==> src/shared/serial_dac_defines.vh <==
`ifndef SERIAL_DAC_DEFINES_VH
`define SERIAL_DAC_DEFINES_VH
// ----------------------------------------
// Word format
// ----------------------------------------
`define WORD_BITS        16
`define SEG_BITS         4
`define SEG_LSB          12
`define SEG_COUNT        15
`define LADDER_BITS      12
`define DAC_RESET_CODE   16'h0000
`define BIPOLAR_ZERO     16'h8000
// ----------------------------------------
// Buffer and timing
// ----------------------------------------
`define FIFO_DEPTH       8
`define FIFO_AW          3
`define SCLK_MAX_MHZ     25
`define CORE_CLK_MHZ     10
`endif

==> src/design/serial_dac_input_interface.v <==
// Functional notes
// - Frame select falling starts a word; one bit sampled per rising serial clock.
// - Words are 16 bits, most significant bit first.
// - Frame select rising after 16 bits copies shift register to DAC register if load strobe is low.
// - Serial clock and data ignored while frame select high.
// - Load strobe falling after frame select rise updates DAC register.
// - Load strobe held low: update at frame select rising edge.
// - Reset forces DAC register to zero code.
// - Top four bits decoded into 15 segment switch controls.
// - Low 12 bits drive ladder switches directly.
// - Code is straight unsigned binary in unipolar use.
// - Bipolar use treats code as offset binary, 8000h is zero.
// - Shift register is not cleared at reset.
// - Extra bits keep the last 16; short words keep old bits.
`timescale 1ns/100ps
`include "serial_dac_defines.vh"
module serial_dac_input_interface (
   input  wire                        core_clk,
   input  wire                        sys_rst,
   input  wire                        clk_en,
   input  wire                        frame_sel_n,
   input  wire                        serial_clk,
   input  wire                        serial_din,
   input  wire                        dac_load_strobe_n,
   output reg  [`WORD_BITS-1:0]       dac_code,
   output reg  [`SEG_COUNT-1:0]       segment_switch,
   output reg  [`LADDER_BITS-1:0]     ladder_switch,
   output reg                         word_overrun,
   output reg                         bipolar_negative
);
   // ----------------------------------------
   // Pin synchronisers
   // ----------------------------------------
   // Serial clock at 1.25 MHz in use; 10 MHz core only resolves slow links.
   // Reset values match the idle level of each pin but a held-low load strobe, which then sees one false fall after reset.
   reg [2:0] cs_sync;
   reg [2:0] sck_sync;
   reg [2:0] din_sync;
   reg [2:0] ld_sync;
   reg       cs_state;
   reg       sck_state;
   reg       ld_state;

   always @(posedge core_clk)
   begin
      if (sys_rst)
      begin
         cs_sync   <= 3'h7;
         sck_sync  <= 3'h0;
         din_sync  <= 3'h0;
         ld_sync   <= 3'h7;
         cs_state  <= 1'b1;
         sck_state <= 1'b0;
         ld_state  <= 1'b1;
      end
      else if (clk_en)
      begin
         cs_sync  <= {cs_sync[1:0], frame_sel_n};
         sck_sync <= {sck_sync[1:0], serial_clk};
         din_sync <= {din_sync[1:0], serial_din};
         ld_sync  <= {ld_sync[1:0], dac_load_strobe_n};
         if (cs_sync[1] == cs_sync[2])
            cs_state <= cs_sync[2];
         if (sck_sync[1] == sck_sync[2])
            sck_state <= sck_sync[2];
         if (ld_sync[1] == ld_sync[2])
            ld_state <= ld_sync[2];
      end
   end


   // ----------------------------------------
   // Edge detection on the filtered pins
   // ----------------------------------------
   wire cs_agree;
   wire sck_agree;
   wire ld_agree;
   wire cs_fall;
   wire cs_rise;
   wire sck_rise;
   wire ld_fall;

   // An edge counts only once the last two stages agree, so a glitch is dropped
   assign cs_agree  = (cs_sync[1] == cs_sync[2]);
   assign sck_agree = (sck_sync[1] == sck_sync[2]);
   assign ld_agree  = (ld_sync[1] == ld_sync[2]);
   assign cs_fall   = cs_state & cs_agree & ~cs_sync[2];
   assign cs_rise   = ~cs_state & cs_agree & cs_sync[2];
   assign sck_rise  = ~sck_state & sck_agree & sck_sync[2];
   assign ld_fall   = ld_state & ld_agree & ~ld_sync[2];

   // ----------------------------------------
   // Input shift register
   // ----------------------------------------
   // No reset on the shift register: contents stay undefined until loaded.
   reg [`WORD_BITS-1:0] shift_reg;
   reg [4:0]            bit_count;
   reg                  word_ready;

   always @(posedge core_clk)
   begin
      if (clk_en & ~cs_state & sck_rise)
         shift_reg <= {shift_reg[`WORD_BITS-2:0], din_sync[2]};
   end

   always @(posedge core_clk)
   begin
      if (sys_rst)
      begin
         bit_count    <= 5'h00;
         word_overrun <= 1'b0;
      end
      else if (clk_en)
      begin
         if (cs_fall)
         begin
            bit_count    <= 5'h00;
            word_overrun <= 1'b0;
         end
         else if (~cs_state & sck_rise)
         begin
            if (bit_count == 5'h10)
               word_overrun <= 1'b1;
            else
               bit_count <= bit_count + 5'h01;
         end
      end
   end

   // ----------------------------------------
   // Word held for a strobed update
   // ----------------------------------------
   // A strobe fall with no complete word behind it must not load stale bits.
   always @(posedge core_clk)
   begin
      if (sys_rst)
         word_ready <= 1'b0;
      else if (clk_en)
      begin
         if (cs_rise)
            word_ready <= (bit_count == 5'h10);
         else if (ld_fall)
            word_ready <= 1'b0;
      end
   end

   // ----------------------------------------
   // Word buffer between link and DAC register
   // ----------------------------------------
   wire                  fifo_in_ready;
   wire                  fifo_out_valid;
   wire [`WORD_BITS-1:0] fifo_out_data;
   wire                  sync_load;
   wire                  strobe_load;
   wire                  fifo_push;
   wire                  load_request;
   wire                  fifo_out_ready;

   // Frame end with strobe low loads at once; strobe high waits for a strobe fall.
   assign sync_load   = cs_rise & (bit_count == 5'h10) & ~ld_state;
   assign strobe_load = ld_fall & cs_state & word_ready;
   assign load_request   = sync_load | strobe_load;
   // The DAC register drains a word every enabled cycle, so the buffer never fills.
   assign fifo_out_ready = 1'b1;
   assign fifo_push      = load_request & fifo_in_ready;

   word_fifo #(
      .WIDTH (`WORD_BITS),
      .DEPTH (`FIFO_DEPTH),
      .AW    (`FIFO_AW)
   ) u_fifo (
      .core_clk  (core_clk),
      .sys_rst   (sys_rst),
      .clk_en    (clk_en),
      .in_valid  (fifo_push),
      .in_ready  (fifo_in_ready),
      .in_data   (shift_reg),
      .out_valid (fifo_out_valid),
      .out_ready (fifo_out_ready),
      .out_data  (fifo_out_data)
   );

   // ----------------------------------------
   // DAC register and switch decode
   // ----------------------------------------
   reg [`SEG_COUNT-1:0]   next_segment;
   reg [`WORD_BITS-1:0]   next_dac_code;
   reg [`LADDER_BITS-1:0] next_ladder;
   reg                    next_negative;
   integer                i;

   // Straight binary for the register; offset binary only matters to the sign flag
   always @*
   begin
      next_dac_code = fifo_out_data;
      next_ladder   = fifo_out_data[`LADDER_BITS-1:0];
      next_negative = (fifo_out_data < `BIPOLAR_ZERO);
   end

   // ----------------------------------------
   // Segment thermometer decode
   // ----------------------------------------
   always @*
   begin
      next_segment = {`SEG_COUNT{1'b0}};
      for (i = 0; i < `SEG_COUNT; i = i + 1)
         next_segment[i] = (fifo_out_data[`WORD_BITS-1:`SEG_LSB] > i);
   end

   always @(posedge core_clk)
   begin
      if (sys_rst)
      begin
         dac_code         <= `DAC_RESET_CODE;
         segment_switch   <= {`SEG_COUNT{1'b0}};
         ladder_switch    <= {`LADDER_BITS{1'b0}};
         bipolar_negative <= 1'b1;
      end
      else if (clk_en & fifo_out_valid)
      begin
         // Clock enable low freezes every register here.
         dac_code         <= next_dac_code;
         segment_switch   <= next_segment;
         ladder_switch    <= next_ladder;
         bipolar_negative <= next_negative;
      end
   end
endmodule

==> src/design/word_fifo.v <==
`timescale 1ns/100ps
// ----------------------------------------
// Small synchronous FIFO
// ----------------------------------------
module word_fifo #(
   parameter WIDTH = 16,
   parameter DEPTH = 8,
   parameter AW    = 3
)(
   input  wire             core_clk,
   input  wire             sys_rst,
   input  wire             clk_en,
   input  wire             in_valid,
   output wire             in_ready,
   input  wire [WIDTH-1:0] in_data,
   output wire             out_valid,
   input  wire             out_ready,
   output wire [WIDTH-1:0] out_data
);
   reg [WIDTH-1:0] mem [0:DEPTH-1];
   reg [AW-1:0]    wr_ptr;
   reg [AW-1:0]    rd_ptr;
   reg [AW:0]      count;
   wire            push;
   wire            pop;

   assign in_ready  = (count != DEPTH[AW:0]);
   assign out_valid = (count != {(AW+1){1'b0}});
   assign out_data  = mem[rd_ptr];
   assign push      = in_valid & in_ready;
   assign pop       = out_valid & out_ready;

   always @(posedge core_clk)
   begin
      if (sys_rst)
      begin
         wr_ptr <= {AW{1'b0}};
         rd_ptr <= {AW{1'b0}};
         count  <= {(AW+1){1'b0}};
      end
      else if (clk_en)
      begin
         if (push)
         begin
            mem[wr_ptr] <= in_data;
            wr_ptr      <= wr_ptr + 1'b1;
         end
         if (pop)
            rd_ptr <= rd_ptr + 1'b1;
         if (push & ~pop)
            count <= count + 1'b1;
         else if (pop & ~push)
            count <= count - 1'b1;
      end
   end
endmodule

==> config.mk <==
export PLATFORM = sky130hd
export DESIGN_NAME = serial_dac_input_interface
export DESIGN_NICKNAME = d
export VERILOG_FILES = /design/src/design/serial_dac_input_interface.v /design/src/design/word_fifo.v
export VERILOG_INCLUDE_DIRS = /design/src /design/src/shared
export SDC_FILE = /design/constraint.sdc
export NUM_CORES = 1
export LEC_CHECK = 0
export BUFFER_PORTS_ARGS = -buffer_cell sky130_fd_sc_hd__buf_4
export CAP_MARGIN = 20
export CORE_MARGIN = 2
export CORE_UTILIZATION = 49
export DETAILED_ROUTE_END_ITERATION = 10
export PLACE_DENSITY = 0.67
export REMOVE_ABC_BUFFERS = 1
export SETUP_SLACK_MARGIN = 0.5
export SYNTH_ARGS = -nofsm -noshare
export SYNTH_HDL_FRONTEND = slang
export SYNTH_SLANG_ARGS = --single-unit
==> constraint.sdc <==
create_clock -name core_clk -period 10.45 [get_ports core_clk]
set_input_delay 2.6125 -clock core_clk [delete_from_list [all_inputs] [get_ports core_clk]]
set_output_delay 2.6125 -clock core_clk [all_outputs]
set_load 0.05 [all_outputs]
==> results.json <==
{
  "p_int_mw": 1.66,
  "grt_pass1_vias": 4299,
  "hold_class": "reg2reg",
  "cts_sinks": 211,
  "setup_viol": 0,
  "via_count": 4363,
  "ys.flop_type": "edfxtp_1",
  "grt_usage_pct": 17.1,
  "viasPerCell": 5.44,
  "core_um2": 16400,
  "p_leak_nw": 3.24,
  "ys_types": 55,
  "cts_resized": 0,
  "combPwrFrac_pct": 26.2,
  "wl_per_cell_um": 18.6,
  "ant_nets": 0,
  "ff2ff_setup_slack_ns": 7.35,
  "place_ws_ns": 5.71,
  "finalHoldViolCount": 0,
  "yosysSeqAreaShare_pct": 69.6,
  "numPortBuffers": 51,
  "p_clk_share_pct": 33.4,
  "max_slew_margin_pct": 30.7,
  "tritoncts": "built",
  "crit_fanout": 31,
  "clockBufferDepth": 3,
  "die_h_um": 133,
  "worst_slack_ns": 6.27,
  "ios": 52,
  "clkTransAtPathRegs_ns": 0.06,
  "period_share_pct": 40.0,
  "grt_max_degree": 70,
  "max_freq_ghz": 0.239,
  "area_delta_synth_final_pct": 15.9,
  "dieWidth_um": 133,
  "setup_tns_ns": 0,
  "htree_levels": 1,
  "fin_crit_ns": 4.18,
  "rows": 47,
  "rsz0062_at_grt": "false",
  "grt_pass1_wl_mm": 23.5,
  "routed_wl_mm": 14.9,
  "cap_violations": 0,
  "yosys.area.top_type": "edfxtp_1",
  "cp.required_ns": 10.56,
  "cts_setup_buffers": 0,
  "grt_overflow_total": 0,
  "diodes": 0,
  "yosysWarningCount": 0,
  "first_pass_iters": 4,
  "syn_area_per_cell_um2": 15.6,
  "numCtsBuffers": 21,
  "hpwl_mm": 8.76,
  "worst_setup_path_end_kind": "flip-flop",
  "die_area_um2": 17700,
  "drtIter0Drc": 221,
  "cp.arrival_ns": 4.29,
  "switching_share_pct": 31.9,
  "crit_type": "in2reg",
  "irDropWorstVdd_v": 0.000149,
  "finalCoreUtilization_pct": 57.5,
  "clockRootBuffer": "clkbuf_16",
  "netlist_area_um2": 8150,
  "clock_skew_ns": 0.0128,
  "route.detailed.drc": 0,
  "powerDensity_nw_per_um2": 258,
  "p_seq_share_pct": 40.4,
  "synth-async-reset-ratio_pct": 0,
  "fill_cells": 1238,
  "start_kind": "input pin",
  "synth_seq_cells": 211,
  "synth_edf_count": 144,
  "mostFrequentLayoutCells": "144 x edfxtp_1, 65 x dfxtp_1, 59 x buf_4, 54 x nor2_1, 27 x mux4_2",
  "synthCells": 523,
  "synth_area_leaders": "edfxtp_1 53%, dfxtp_1 16%, mux4_2 7.5%",
  "start_util_pct": 49.6,
  "layout.nets": 582,
  "status": "completed",
  "largest_reg_flops": 128,
  "synth_top_area_share_pct": 53.1,
  "drive_gt1_share_pct": 24.4,
  "drv_slew": 0,
  "tightest_slew_ns": 1.03,
  "p_switching_uw": 777,
  "clk_latency_ns": 0.49,
  "antenna_found_initial": 0,
  "layout_commonest_cell": "edfxtp_1",
  "finalPower_mw": 2.44,
  "globalplace.congestion": 0.748,
  "cts_hold_buf": 0
}
==> layout make-up <==
class                      count  area (um^2)  area share (%)
sequential                   211         5670            60.1
multi-input combinational    268         2280            24.1
timing repair buffer          59          443            4.69
tap                          220          275            2.92
clock buffer                  25          561            5.94
clock inverter                12          188            1.99
inverter                       7         26.3           0.278
==> final timing paths <==
kind	from	cells past startpoint	endpoint
worst max register to register	bit_count[0]$_SDFFE_PP0P_	8	u_fifo.mem[1][8]$_DFFE_PP_
worst min register to register	din_sync[2]$_SDFFE_PP0P_	0	shift_reg[0]$_DFFE_PP_
worst min-delay path	din_sync[2]$_SDFFE_PP0P_	0	shift_reg[0]$_DFFE_PP_
worst max-delay path	clk_en	4	u_fifo.mem[4][3]$_DFFE_PP_
==> worst max-delay path: stages <==
cell and delay [ns]:
buf_4 0.28, o211ai_1 0.21, or2_2 0.38, nor3_4 0.79
==> power by group through the flow <==
stage	clock, mW	sequential (mW)	combinational, mW
final	0.813	0.986	0.637
after global routing	0.861	0.993	0.679
after CTS	0.826	0.986	0.645
after detailed placement	0	1.00	0.643
after global placement	0	0.998	0.635
after floorplan	0	1.26	0.207
==> layer usage <==
| metal | wire length, um | vias up | track usage, % |
|---|---|---|---|
| met5 | 0 | - | 0 |
| met4 | 248 | 0 | 4.48 |
| met3 | 627 | 20 | 3.03 |
| met2 | 7780 | 83 | 30.1 |
| met1 | 6240 | 2185 | 22.0 |
| li1 | - | 2075 | - |
==> through the flow <==
stage	hold WS [ns]	cells	area, um^2
after floorplan	0.408	486	7920
after global placement	0.424	765	8690
after detailed placement	0.425	765	8690
after CTS	0.440	802	9440
after global routing	0.450	802	9440
final	0.444	802	9440
==> logic make-up after synthesis <==
| group | after synthesis | synth area share, % |
|---|---|---|
| adder cells (fa/ha/maj) | 7 | 1.08 |
| multiplexers | 57 | 12.0 |
| flip-flops | 211 | 69.6 |
| AO/OA/AOI/OAI | 71 | 5.93 |
| AND/OR/NAND/NOR | 124 | 7.40 |
| buffers and inverters | 44 | 3.06 |
| XOR/XNOR | 9 | 0.968 |
==> cells in the mapped netlist (all sizes together), types with 2 or more instances <==
master     n
a211o      4
a211oi    18
a21o       2
a21oi     22
a2bb2oi    2
a31oi      2
a32oi      2
and3       3
buf       24
clkbuf    13
dfxtp     67
edfxtp   144
ha         7
inv        7
mux2       4
mux2i     23
mux4      30
nand2     25
nand2b     7
nand3      5
nand4      3
nor2      57
nor2b      7
nor3       4
nor4       4
o21a       2
o21ai      7
o21bai     3
or2        2
xnor2      5
xor2       4
(Power assumes the default switching activity.)
